--- src/verilog/d2dini_pkg.sv ---
// constants and types shared by the die-to-die initiator files
package d2dini_pkg;
    // register offsets
    localparam logic [2:0] REG_CTL0 = 3'h0;
    localparam logic [2:0] REG_CTL1 = 3'h1;
    localparam logic [2:0] REG_ERR = 3'h2;
    localparam logic [2:0] REG_IRQB = 3'h3;
    localparam logic [2:0] REG_ATTR = 3'h4;
    localparam logic [2:0] REG_ADDR = 3'h5;
    localparam logic [2:0] REG_DHI = 3'h6;
    localparam logic [2:0] REG_DLO = 3'h7;
    // link_control_0 fields
    localparam int CTL0_EN = 7;
    localparam int CTL0_CW = 6;
    localparam int CTL0_SWAI = 5;
    localparam int CTL0_DIV = 0;
    // link_control_1 fields
    localparam int CTL1_IE = 7;
    localparam int CTL1_TMO = 0;
    // link_error_status fields
    localparam int ERR_SUM = 7;
    localparam int ERR_ACK = 6;
    localparam int ERR_CNCL = 5;
    localparam int ERR_TIME = 4;
    localparam int ERR_TERR = 3;
    localparam int ERR_PAR = 2;
    // last_xfer_attrs fields
    localparam int ATTR_RNW = 7;
    localparam int ATTR_SZ8 = 6;
    localparam int ATTR_NONBLOCKING_FLAG = 4;
    // reset values
    localparam logic [7:0] CTL0_RST = 8'h00;
    localparam logic [7:0] CTL1_RST = 8'h00;
    localparam logic [7:0] STAT_RST = 8'h00;
    // link command beats
    localparam logic [3:0] CMD_IDLE = 4'h0;
    localparam logic [1:0] CMD_WR = 2'b10;
    localparam logic [1:0] CMD_RD = 2'b11;
    // acknowledge codes on lines 1:0 during the ack beat
    localparam logic [1:0] ACK_WAIT = 2'b00;
    localparam logic [1:0] ACK_OK = 2'b01;
    localparam logic [1:0] ACK_TERR = 2'b10;
    localparam logic [1:0] ACK_BAD = 2'b11;
    // beats per byte on four lines
    localparam logic [2:0] BEATS_NARROW = 3'd2;
    // link sequencer states, gray in declared order; ACK to IDLE changes two bits
    typedef enum logic [2:0] {
        D2DI_IDLE = 3'b000,
        D2DI_CMD = 3'b001,
        D2DI_ADDR = 3'b011,
        D2DI_WDATA = 3'b010,
        D2DI_TURN = 3'b110,
        D2DI_RDATA = 3'b111,
        D2DI_ACK = 3'b101
    } d2dini_state_t;
endpackage : d2dini_pkg

--- src/verilog/d2dini_clkdiv.sv ---
// link clock divider with clean halt after the high phase
`timescale 1ns/1ps
module d2dini_clkdiv
    import d2dini_pkg::*;
(
    // clock and reset
    input wire logic clk,
    input wire logic rst_n,
    // control
    input wire logic run,
    input wire logic [1:0] div,
    // link clock
    output logic clk_q,
    output logic tick_q
);
    logic [2:0] cnt_q;
    logic [2:0] per;
    logic [2:0] hi;
    logic [2:0] nxt;

    // a flop-driven pin cannot toggle at bus rate, so code 00 runs as code 01
    always_comb begin
        per = (div == 2'b00) ? 3'd2 : 3'({1'b0, div} + 3'd1);
        hi = per >> 1;
        nxt = (cnt_q >= per - 3'd1) ? 3'd0 : 3'(cnt_q + 3'd1);
    end

    // the high phase always runs to its end before the clock parks low
    always_ff @(posedge clk) begin
        if (!rst_n) begin
            cnt_q <= 3'd0;
            clk_q <= 1'b0;
            tick_q <= 1'b0;
        end else if (run || clk_q) begin
            cnt_q <= nxt;
            clk_q <= (nxt < hi) && (run || nxt != 3'd0);
            tick_q <= run && (nxt == 3'd0);
        end else begin
            tick_q <= 1'b0;
        end
    end
endmodule : d2dini_clkdiv

--- src/verilog/d2dini_tmo.sv ---
// acknowledge timeout counter in link clock periods
`timescale 1ns/1ps
module d2dini_tmo
    import d2dini_pkg::*;
(
    // clock and reset
    input wire logic clk,
    input wire logic rst_n,
    // control
    input wire logic clear,
    input wire logic tick,
    input wire logic [3:0] limit,
    // result
    output logic expired_q
);
    logic [3:0] cnt_q;

    // limit zero disables the timeout
    always_ff @(posedge clk) begin
        if (!rst_n || clear) begin
            cnt_q <= 4'h0;
            expired_q <= 1'b0;
        end else if (tick && limit != 4'h0 && !expired_q) begin
            cnt_q <= 4'(cnt_q + 4'h1);
            expired_q <= (4'(cnt_q + 4'h1) == limit);
        end
    end
endmodule : d2dini_tmo

--- src/verilog/d2dini_top.sv ---
// die-to-die initiator: registers, window decode and link sequencer
//
// Chosen here: the plain strobed port.
`timescale 1ns/1ps

////////////////////////////////////////////////////////////////////////////////
module d2dini_top
    import d2dini_pkg::*;
(
    // clock and reset
    input wire logic clk,
    input wire logic rst_n,
    // register port
    input wire logic [2:0] reg_addr,
    input wire logic [7:0] reg_wdata,
    input wire logic reg_wr,
    input wire logic reg_rd,
    output logic [7:0] reg_rdata,
    // window access port
    input wire logic win_wr,
    input wire logic win_rd,
    input wire logic win_nonblock,
    input wire logic win_byte,
    input wire logic [7:0] win_addr,
    input wire logic [15:0] win_wdata,
    output logic [15:0] win_rdata,
    output logic win_done,
    output logic win_stall,
    // system mode
    input wire logic special_mode,
    input wire logic stop_mode,
    // link pins
    output logic link_clock_out,
    output logic [7:0] link_data_out,
    output logic [7:0] link_data_oe,
    output logic [7:0] link_data_pd,
    input wire logic [7:0] link_data_in,
    input wire logic target_irq_in,
    output logic target_irq_pd,
    // interrupts to the cpu
    output logic target_irq_req,
    output logic error_irq
);
    // configuration
    logic [7:0] ctl0_q;
    logic [7:0] ctl1_q;
    logic ctl0_locked_q;
    logic en;
    logic cw;
    // status
    logic [7:0] err_q;
    logic busy_q;
    logic [7:0] attr_q;
    logic [7:0] addr_q;
    logic [15:0] data_q;
    // sequencer
    d2dini_state_t state_q;
    logic [2:0] beat_q;
    logic [15:0] sh_q;
    logic blocking_q;
    logic [7:0] lane_d;
    logic lane_drive_d;
    logic [7:0] used;
    // link clock and timeout
    logic lclk;
    logic tick_raw;
    logic tick;
    logic tmo_clear;
    logic tmo_exp;
    logic run;
    // request decode
    logic req;
    logic start;
    logic [2:0] bpb;
    logic [1:0] ack;
    logic ack_err;
    logic par_err;

    function automatic logic [2:0] data_beats(input logic wide, input logic byte_sz);
        logic [2:0] n;
        n = wide ? 3'd1 : BEATS_NARROW;
        data_beats = byte_sz ? n : 3'(n << 1);
    endfunction : data_beats

    assign en = ctl0_q[CTL0_EN];
    assign cw = ctl0_q[CTL0_CW];
    assign bpb = cw ? 3'd1 : BEATS_NARROW;
    assign req = win_wr || win_rd;
    assign start = req && en && !busy_q;
    assign tick = tick_raw && !stop_mode;
    assign ack = link_data_in[1:0];

    ////////////////////////////////////////////////////////////////////////////
    // link clock

    // clock halts when disabled, or in stop with halt set
    assign run = en && !(stop_mode && ctl0_q[CTL0_SWAI]);

    d2dini_clkdiv u_clkdiv (
        .clk(clk),
        .rst_n(rst_n),
        .run(run),
        .div(ctl0_q[CTL0_DIV +: 2]),
        .clk_q(lclk),
        .tick_q(tick_raw)
    );

    assign link_clock_out = lclk;

    assign tmo_clear = (state_q != D2DI_ACK);

    d2dini_tmo u_tmo (
        .clk(clk),
        .rst_n(rst_n),
        .clear(tmo_clear),
        .tick(tick),
        .limit(ctl1_q[CTL1_TMO +: 4]),
        .expired_q(tmo_exp)
    );

    ////////////////////////////////////////////////////////////////////////////
    // configuration registers

    always_ff @(posedge clk) begin
        if (!rst_n) begin
            ctl0_q <= CTL0_RST;
            ctl0_locked_q <= 1'b0;
        end else if (reg_wr && reg_addr == REG_CTL0) begin
            ctl0_q[CTL0_SWAI] <= reg_wdata[CTL0_SWAI];
            if (!ctl0_locked_q || special_mode) begin
                ctl0_q[CTL0_EN] <= reg_wdata[CTL0_EN];
                ctl0_q[CTL0_CW] <= reg_wdata[CTL0_CW];
                ctl0_q[CTL0_DIV +: 2] <= reg_wdata[CTL0_DIV +: 2];
            end
            ctl0_locked_q <= 1'b1;
        end
    end

    always_ff @(posedge clk) begin
        if (!rst_n) begin
            ctl1_q <= CTL1_RST;
        end else if (reg_wr && reg_addr == REG_CTL1) begin
            ctl1_q[CTL1_IE] <= reg_wdata[CTL1_IE];
            ctl1_q[CTL1_TMO +: 4] <= reg_wdata[CTL1_TMO +: 4];
        end
    end

    ////////////////////////////////////////////////////////////////////////////
    // register read, data valid in the following cycle only

    always_ff @(posedge clk) begin
        if (!rst_n || !reg_rd) begin
            reg_rdata <= 8'h00;
        end else begin
            unique case (reg_addr)
                REG_CTL0: reg_rdata <= ctl0_q;
                REG_CTL1: reg_rdata <= ctl1_q;
                REG_ERR: reg_rdata <= err_q;
                REG_IRQB: reg_rdata <= {target_irq_in, busy_q, 6'h00};
                REG_ATTR: reg_rdata <= attr_q;
                REG_ADDR: reg_rdata <= addr_q;
                REG_DHI: reg_rdata <= data_q[15:8];
                REG_DLO: reg_rdata <= data_q[7:0];
            endcase
        end
    end

    ////////////////////////////////////////////////////////////////////////////
    // error flags: write one to clear, a new event wins over the clear

    assign ack_err = (ack == ACK_BAD);
    assign par_err = attr_q[ATTR_RNW] &&
        ((link_data_in[2] != ^sh_q[7:0]) ||
         (!attr_q[ATTR_SZ8] && link_data_in[3] != ^sh_q[15:8]));

    always_ff @(posedge clk) begin
        if (!rst_n) begin
            err_q <= STAT_RST;
        end else begin
            if (reg_wr && reg_addr == REG_ERR) begin
                err_q[7:2] <= err_q[7:2] & ~reg_wdata[7:2];
            end
            if (req && (!en || busy_q)) begin
                err_q[ERR_CNCL] <= 1'b1;
                err_q[ERR_SUM] <= 1'b1;
            end
            if (state_q == D2DI_ACK && tmo_exp) begin
                err_q[ERR_TIME] <= 1'b1;
                err_q[ERR_SUM] <= 1'b1;
            end
            if (state_q == D2DI_ACK && tick && ack != ACK_WAIT) begin
                err_q[1:0] <= link_data_in[3:2];
                if (ack_err) begin
                    err_q[ERR_ACK] <= 1'b1;
                    err_q[ERR_SUM] <= 1'b1;
                end else if (ack == ACK_TERR) begin
                    err_q[ERR_TERR] <= 1'b1;
                    err_q[ERR_SUM] <= 1'b1;
                end else if (par_err) begin
                    err_q[ERR_PAR] <= 1'b1;
                    err_q[ERR_SUM] <= 1'b1;
                end
            end
        end
    end

    ////////////////////////////////////////////////////////////////////////////
    // interrupts

    always_ff @(posedge clk) begin
        if (!rst_n) begin
            error_irq <= 1'b0;
            target_irq_req <= 1'b0;
        end else begin
            error_irq <= err_q[ERR_SUM];
            target_irq_req <= en && ctl1_q[CTL1_IE] && target_irq_in;
        end
    end

    ////////////////////////////////////////////////////////////////////////////
    // last transaction record

    always_ff @(posedge clk) begin
        if (!rst_n) begin
            attr_q <= 8'h00;
            addr_q <= 8'h00;
            data_q <= 16'h0000;
        end else if (start) begin
            attr_q <= 8'h00;
            attr_q[ATTR_RNW] <= win_rd;
            attr_q[ATTR_SZ8] <= win_byte;
            attr_q[ATTR_NONBLOCKING_FLAG] <= win_nonblock;
            addr_q <= win_addr;
            data_q <= win_wr ? win_wdata : 16'h0000;
        end else if (state_q == D2DI_ACK && tick && attr_q[ATTR_RNW] && ack == ACK_OK) begin
            data_q <= attr_q[ATTR_SZ8] ? {8'h00, sh_q[7:0]} : sh_q;
        end
    end

    ////////////////////////////////////////////////////////////////////////////
    // link sequencer

    always_ff @(posedge clk) begin
        if (!rst_n) begin
            state_q <= D2DI_IDLE;
            beat_q <= 3'd0;
            sh_q <= 16'h0000;
            busy_q <= 1'b0;
            blocking_q <= 1'b0;
        end else if (!en) begin
            state_q <= D2DI_IDLE;
            busy_q <= 1'b0;
            blocking_q <= 1'b0;
        end else if (start) begin
            state_q <= D2DI_CMD;
            busy_q <= 1'b1;
            blocking_q <= win_rd || !win_nonblock;
        end else if (tick) begin
            unique case (state_q)
                D2DI_IDLE: begin
                    beat_q <= 3'd0;
                end
                D2DI_CMD: begin
                    state_q <= D2DI_ADDR;
                    sh_q <= {addr_q, 8'h00};
                    beat_q <= 3'(bpb - 3'd1);
                end
                D2DI_ADDR: begin
                    sh_q <= cw ? 16'(sh_q << 8) : 16'(sh_q << 4);
                    if (beat_q != 3'd0) begin
                        beat_q <= 3'(beat_q - 3'd1);
                    end else if (attr_q[ATTR_RNW]) begin
                        state_q <= D2DI_TURN;
                    end else begin
                        state_q <= D2DI_WDATA;
                        sh_q <= attr_q[ATTR_SZ8] ? {data_q[7:0], 8'h00} : data_q;
                        beat_q <= 3'(data_beats(cw, attr_q[ATTR_SZ8]) - 3'd1);
                    end
                end
                D2DI_WDATA: begin
                    sh_q <= cw ? 16'(sh_q << 8) : 16'(sh_q << 4);
                    if (beat_q != 3'd0) begin
                        beat_q <= 3'(beat_q - 3'd1);
                    end else begin
                        state_q <= D2DI_TURN;
                    end
                end
                D2DI_TURN: begin
                    sh_q <= 16'h0000;
                    if (attr_q[ATTR_RNW]) begin
                        state_q <= D2DI_RDATA;
                        beat_q <= 3'(data_beats(cw, attr_q[ATTR_SZ8]) - 3'd1);
                    end else begin
                        state_q <= D2DI_ACK;
                    end
                end
                D2DI_RDATA: begin
                    sh_q <= cw ? {sh_q[7:0], link_data_in} : {sh_q[11:0], link_data_in[3:0]};
                    if (beat_q != 3'd0) begin
                        beat_q <= 3'(beat_q - 3'd1);
                    end else begin
                        state_q <= D2DI_ACK;
                    end
                end
                D2DI_ACK: begin
                    if (ack != ACK_WAIT || tmo_exp) begin
                        state_q <= D2DI_IDLE;
                        busy_q <= 1'b0;
                        blocking_q <= 1'b0;
                    end
                end
                default: begin
                    state_q <= D2DI_IDLE;
                    busy_q <= 1'b0;
                end
            endcase
        end else if (state_q == D2DI_ACK && tmo_exp) begin
            state_q <= D2DI_IDLE;
            busy_q <= 1'b0;
            blocking_q <= 1'b0;
        end
    end

    ////////////////////////////////////////////////////////////////////////////
    // cpu side completion

    always_ff @(posedge clk) begin
        if (!rst_n) begin
            win_done <= 1'b0;
            win_stall <= 1'b0;
            win_rdata <= 16'h0000;
        end else begin
            win_done <= 1'b0;
            if (req && !(start && (win_rd || !win_nonblock))) begin
                win_done <= 1'b1;
            end
            if (start) begin
                win_stall <= win_rd || !win_nonblock;
            end
            if (blocking_q && busy_q && state_q != D2DI_CMD && !(state_q == D2DI_IDLE)) begin
                if ((state_q == D2DI_ACK && tick && ack != ACK_WAIT) ||
                    (state_q == D2DI_ACK && tmo_exp) || !en) begin
                    win_done <= 1'b1;
                    win_stall <= 1'b0;
                    win_rdata <= (attr_q[ATTR_SZ8] ? {8'h00, sh_q[7:0]} : sh_q);
                end
            end
            if (!en) begin
                win_stall <= 1'b0;
            end
        end
    end

    ////////////////////////////////////////////////////////////////////////////
    // pin drive

    assign used = cw ? 8'hff : 8'h0f;

    always_comb begin
        lane_d = 8'h00;
        lane_drive_d = 1'b1;
        unique case (state_q)
            D2DI_CMD: lane_d = {4'h0, attr_q[ATTR_RNW] ? CMD_RD : CMD_WR,
                                attr_q[ATTR_SZ8], attr_q[ATTR_NONBLOCKING_FLAG]};
            D2DI_ADDR, D2DI_WDATA: lane_d = cw ? sh_q[15:8] : {4'h0, sh_q[15:12]};
            D2DI_TURN, D2DI_RDATA, D2DI_ACK: lane_drive_d = 1'b0;
            default: lane_d = {4'h0, CMD_IDLE};
        endcase
        if (stop_mode) begin
            lane_d = 8'h00;
            lane_drive_d = 1'b1;
        end
    end

    always_ff @(posedge clk) begin
        if (!rst_n || !en) begin
            link_data_out <= 8'h00;
            link_data_oe <= 8'h00;
            link_data_pd <= 8'h00;
            target_irq_pd <= 1'b0;
        end else begin
            link_data_out <= lane_d & used;
            link_data_oe <= lane_drive_d ? used : 8'h00;
            link_data_pd <= lane_drive_d ? 8'h00 : used;
            target_irq_pd <= 1'b1;
        end
    end
endmodule : d2dini_top

--- config.mk ---
export PLATFORM = sky130hd
export DESIGN_NAME = d2dini_top
export DESIGN_NICKNAME = d
export VERILOG_FILES = /design/src/verilog/d2dini_pkg.sv /design/src/verilog/d2dini_clkdiv.sv /design/src/verilog/d2dini_tmo.sv /design/src/verilog/d2dini_top.sv
export SDC_FILE = /design/constraint.sdc
export NUM_CORES = 1
export LEC_CHECK = 0
export CAP_MARGIN = 30
export CORE_UTILIZATION = 50
export DETAILED_ROUTE_END_ITERATION = 12
export DONT_BUFFER_PORTS = 1
export SLEW_MARGIN = 20
export SYNTH_ARGS = -nofsm -noshare
export SYNTH_HDL_FRONTEND = slang
export SYNTH_SLANG_ARGS = --single-unit
--- constraint.sdc ---
create_clock -name clk -period 2.1 [get_ports clk]
set_input_delay 0.315 -clock clk [delete_from_list [all_inputs] [get_ports clk]]
set_output_delay 0.315 -clock clk [all_outputs]
set_load 0.01 [all_outputs]
# After elaboration in Yosys (flattened, before gate mapping)
# Index checks and enable logic that the tools add are counted.
dict set report word_totals {
  word_cells 238
  input_bits 54
  ff_bits 133
  out_inout_bits 54
}
dict set report op_classes {
  order_cmp 2
  reduce_logical 86
  mux 67
  n_bitwise 7
  eq_ne 37
  add_sub_neg 7
}
# operator count
set op_table {}
lappend op_table {{2-to-1 mux 16 bit} 9}
lappend op_table {{case mux 16 bit (5 select lines)} 1}
lappend op_table {{case mux 8 bit (8 select lines)} 1}
lappend op_table {{2-to-1 mux 3 bit} 14}
lappend op_table {{2-to-1 mux 1 bit} 29}
lappend op_table {{logical AND 1 bit} 27}
lappend op_table {{2-to-1 mux 8 bit} 3}
lappend op_table {{equality test 3 bit, second input constant} 7}
lappend op_table {{!= test 3 bit, second input constant} 7}
lappend op_table {{case mux 3 bit (7 select lines)} 1}
lappend op_table {{!= test 4 bit, second input constant} 4}
lappend op_table {{case mux 8 bit (2 select lines)} 1}
lappend op_table {{XOR reduction 8 bit} 2}
lappend op_table {{case mux 3 bit (5 select lines)} 1}
lappend op_table {{logical OR 1 bit} 13}
lappend op_table {{equality test 3 x 2 -> 1 bit, second input constant} 4}
lappend op_table {{logical NOT 1 bit} 12}
lappend op_table {{AND reduction 6 bit} 2}
lappend op_table {{subtractor 3 x 1 -> 3 bit, second input constant} 4}
lappend op_table {{nonzero test 2 bit} 5}
lappend op_table {{nonzero test 5 bit} 2}
lappend op_table {{logical NOT 3 bit} 3}
lappend op_table {{!= test 3 x 1 -> 1 bit, second input constant} 3}
lappend op_table {{nonzero test 3 bit} 3}
lappend op_table {{30 further kinds} 48}

# Longest topological paths before layout
dict set report depth {
  ltp_word 9
  mapped_depth 9
}

# Hierarchy
# From an unflattened synthesis, not the netlist that was laid out.
dict set report unflattened {
  cells_unflattened 767
  hier_area_um2 6538.8
}
# module cells_each area_per_inst_um2 instances seq_area_each_um2
set by_module_without_submodules {}
lappend by_module_without_submodules {d2dini_top 700 5893.2 1 2222.1}
lappend by_module_without_submodules {d2dini_clkdiv 37 336.6 1 100.1}
lappend by_module_without_submodules {d2dini_tmo 30 309.0 1 100.1}

# Worst setup path before layout
# No wires, ideal clock.
dict set report synth_path {
  path_kind {flip-flop to flip-flop}
  startpoint {reg ctl0_q[0]}
  endpoint {reg u_clkdiv.clk_q}
  slack_ns 0.159
  setup_ns 0.086
  path_stages_with_launch 8
  arrival_time_ns 1.855
  required_ns 2.014
  path_cell_list {dfxtp_1 nand2b_1 ha_1 nand2b_1 a211oi_1 and2_1 ha_1 a211oi_1}
}
dict set report synth_between {
  elab_chain_len 8
}
# element line
set synth_rtl {}
lappend synth_rtl {{start, declared} d2dini_top.sv:45} ;# logic [7:0] ctl0_q;
lappend synth_rtl {{start signal, assigned by index} d2dini_top.sv:129} ;# ctl0_q[CTL0_SWAI] <= reg_wdata[CTL0_SWAI];
lappend synth_rtl {{start signal, assigned by index} d2dini_top.sv:131} ;# ctl0_q[CTL0_EN] <= reg_wdata[CTL0_EN];
lappend synth_rtl {{start signal, assigned by index} d2dini_top.sv:132} ;# ctl0_q[CTL0_CW] <= reg_wdata[CTL0_CW];
lappend synth_rtl {{adder 2 x 1 -> 3 bit / logical NOT 2 bit (equally long branches)} d2dini_clkdiv.sv:23} ;# per = (div == 2'b00) ? 3'd2 : 3'({1'b0, div} + 3'd1);
lappend synth_rtl {{2-to-1 mux 3 bit *} d2dini_clkdiv.sv:23}
lappend synth_rtl {{subtractor 3 x 1 -> 3 bit *} d2dini_clkdiv.sv:25} ;# nxt = (cnt_q >= per - 3'd1) ? 3'd0 : 3'(cnt_q + 3'd1);
lappend synth_rtl {{greater-or-equal comparator 3 bit *} d2dini_clkdiv.sv:25}
lappend synth_rtl {{2-to-1 mux 3 bit *} d2dini_clkdiv.sv:25}
lappend synth_rtl {{via u_clkdiv.nxt[1]} d2dini_clkdiv.sv:19} ;# logic [2:0] nxt;
lappend synth_rtl {{parallel branches: the longest is 2 deep, another holds < comparator 3 x 2 -> 1 bit} --}
lappend synth_rtl {{logical AND 1 bit *} d2dini_clkdiv.sv:36} ;# clk_q <= (nxt < hi) && (run || nxt != 3'd0);
lappend synth_rtl {{end signal, assigned} d2dini_clkdiv.sv:36}
lappend synth_rtl {{end, declared} d2dini_clkdiv.sv:13} ;# output logic clk_q,
# Mark *: on every way through the listed nets, which the timed path passes.
# A chain may end at the register's enable or synchronous reset.

# Worst setup path after layout
dict set report layout_path {
  startpoint {reg u_clkdiv.tick_q}
  endpoint {reg sh_q[1]}
}
dict set report layout_between {
  elab_chain_len 2
}
# element line
set layout_rtl {}
lappend layout_rtl {{start, declared} d2dini_clkdiv.sv:14} ;# output logic tick_q
lappend layout_rtl {{start signal, assigned} d2dini_clkdiv.sv:37} ;# tick_q <= run && (nxt == 3'd0);
lappend layout_rtl {{logical AND 1 bit} d2dini_top.sv:90} ;# assign tick = tick_raw && !stop_mode;
lappend layout_rtl {{AND reduction 4 bit (no source line)} --}
lappend layout_rtl {{end signal, assigned} d2dini_top.sv:265} ;# sh_q <= {addr_q, 8'h00};
lappend layout_rtl {{end signal, assigned} d2dini_top.sv:269} ;# sh_q <= cw ? 16'(sh_q << 8) : 16'(sh_q << 4);
lappend layout_rtl {{end signal, assigned} d2dini_top.sv:276} ;# sh_q <= attr_q[ATTR_SZ8] ? {data_q[7:0], 8'h00} : data_q;
lappend layout_rtl {{end, declared} d2dini_top.sv:59} ;# logic [15:0] sh_q;
# No other way between the ends.

==> reports/qor.yml <==
outcome:
  status: "finished, violations left"
  violations: "setup timing"
sta:
  fin_worst_skew_ps: 7.73
  setup_viol: 1
  final.setup.tns_ps: -14.3
  holdWs_ps: 19.9
  hold_violations: 0
  min_period_ps: 2110
  max_freq_mhz: 473
  period_share_pct: 101
  tightest_slew_ps: 759
  maxSlewViolCount: 0
  worst_slack_ps: -14.3
  slew_headroom_pct: 49.4
global_route:
  grt_pass1_wl_mm: 29.6
  track_usage_pct: 30.1
  antenna_found_initial: 0
  overflow: 0
  grt_pass1_vias: 5385
  grt_max_degree: 94
setup_path:
  crit_arrival_ps: 2480
  crit_chain: "nor2b_1, nand3_1, nor2_1, a32oi_1, nor2b_1"
  slowest_stage: "nand3_1"
  end_kind: "register"
  crit_family: "simple AND/OR/NAND/NOR gates"
  crit_path_max_incr_delay_ps: 510
  worst-path-buf-inv: 0
  cp_max_fo: 9
  worstPathRequired_ps: 2460
  cpMostUsedCell: "nor2b_1"
  start_kind: "register"
  critical_path_class: "register to register"
cells_and_area:
  final_cells: 930
  num_antenna_cells: 0
  nFillCells: 1180
  multi_input_area_mm2: 0.00373
  seq_area_mm2: 0.00242
  drive_above_1_share_pct: 13.6
  final_nets: 807
  area_growth_pct: 13.7
  fin_util_pct: 58.4
floorplan:
  pin_count: 108
  num_rows: 41
  start_util_pct: 51.4
  fp.dieH_um: 116
  dieArea_mm2: 0.0135
  die_w_um: 116
  core_mm2: 0.0127
routing:
  ant_nets: 0
  highest_layer: "met4"
  wl_met1_mm: 8.29
  num_vias: 5629
  wirelength_mm: 19.5
  dr_wl_met2_mm: 8.68
  viasPerCell: 6.05
  wire_per_inst_um: 20.9
  met3_length_mm: 1.78
  drt-initial-drc-count: 528
  drcViolationCount: 0
  firstDrtPassIters: 6
worst_hold_path:
  hp-class: "input pin to register"
logic_synthesis:
  avgSynthCellArea_um2: 8.69
  synth_fp_nets: 810
  synth-edff-count: 0
  syn_inst: 749
  yosys_most_used_dff: "dfxtp_1"
  synth_area_mm2: 0.00651
  async_flop_share_pct: 0
  ys_seq_area_share_pct: 37.2
  synthDistinctLibCells: 68
  yosysWarnings: 0
  synth-seq-cells: 121
clocking:
  cts_tree: "yes"
  clockBufferDepth: 2
  clk_latency_ps: 420
  numCtsBuffers: 17
  post_cts_buffers: 0
  clock_sinks: 121
  cts_max_level: 4
  root_buffer: "clkbuf_16"
  path_clk_slew_ps: 60
pwr:
  ir_worst_vdd_mv: 0.522
  power.leakage_nw: 2.60
  fin_total_pwr_w: 0.00561
  pwr_density_cell_mw_per_mm2: 758
placed_design:
  port_buffers: 0
  hpwl_mm: 13.8
  dp_cells: 898
  place_congestion: 0.889
flow_run:
  max-cap-violations: 0
## where the power goes
part | internal [W] | switching [W] | total (W)
clock | 0.00198 | 0.00110 | 0.00309
sequential | 0.00232 | 0.0000259 | 0.00235
combinational | 0.0000966 | 0.0000819 | 0.000179
total | 0.00440 | 0.00121 | 0.00561
## cells in the final DEF, fill, tap and decap left out, drive strengths merged, types with 25 or more instances in the layout
cell    instances
nand2b         35
nand2          87
a21oi          28
nor2b          37
o21ai          25
nor2           51
buf            42
a21boi         34
mux2i          48
dfxtp         121
## Yosys cell counts (5+ instances only)
library cell	number	area [µm²]
nor2_1	51	191
a221oi_1	18	158
xor2_1	5	43.8
a21oi_1	28	140
a311o_1	8	80.1
and3_1	8	50.1
a21boi_1	8	60.1
buf_2	14	70.1
nor3b_1	17	128
a32oi_1	5	43.8
xnor2_1	16	140
dfxtp_1	121	2420
buf_4	13	97.6
nor3_1	11	55.1
clkbuf_1	30	113
or3b_2	8	70.1
o21ai_0	24	120
o22ai_1	8	50.1
mux2_2	10	113
nor2b_1	37	231
nand2_1	87	327
and2_1	14	87.6
nand3_1	7	35.0
a21boi_0	26	195
ha_1	7	87.6
a22oi_1	6	45.0
inv_1	11	41.3
mux2i_1	48	480
nand2b_1	35	219
## area by class of cell
class | count | share of cell area (%)
sequential | 121 | 32.7
clock buffer | 17 | 5.75
timing repair buffer | 43 | 4.95
tap | 172 | 2.91
clock inverter | 14 | 2.65
inverter | 12 | 0.609
multi-input combinational | 551 | 50.4
## sequential cells by signal (all words and copies together), names as in the netlist, 5 cells and up
name and count:
addr_q 8, win_rdata 16, sh_q 16, link_data_out 8, data_q 16, ctl1_q 5
ctl0_q 5, reg_rdata 8, err_q 8
## worst paths after layout
path | startpoint | end | slack [ps] | cells after the start
hold / removal | rst_n | u_clkdiv.cnt_q[2] | 20 | 1
setup reg to reg | u_clkdiv.tick_q | sh_q[1] | -10 | 5
setup / recovery | u_clkdiv.tick_q | sh_q[1] | -10 | 5
hold reg to reg | ctl0_locked_q | ctl0_locked_q | 470 | 1
## layer usage
metal / vias to the layer above / GRT usage, %
li1: 2640 / -
met1: 2670 / 38.2
met2: 275 / 45.3
met3: 44 / 9.52
met4: 0 / 16.2
met5: - / 0
## worst reg2reg max path, stage by stage (launching register included)
cell and delay, ps:
dfxtp_1 340, nor2b_1 400, nand3_1 510, nor2_1 500
a32oi_1 180, nor2b_1 130
## kinds of logic after synthesis
kind of cell               share of synthesized area (%)
adders and majority gates                           1.35
AOI/OAI and AO/OA                                   18.4
muxes                                               9.81
and+or+nand+nor                                     23.8
buffers and inverters                               5.83
xor gates and xnor gates                            3.52
DFF                                                 37.2
## stage by stage
stage | instance area, µm² | worst slack [ps]
finish | 7400 | -14.3
global placement | 6740 | 156
global route | 7400 | -11.4
CTS | 7370 | 61.8
floorplan | 6510 | 159
detailed placement | 6740 | 77.5
## what timing repair did
item                                   CTS  global route
endpoints found under the hold margin    2             0
hold buffers                             1             0
gates resized for setup                  0             8
setup endpoints to repair                0            20
Note: power is estimated with default switching activity, not from simulation.
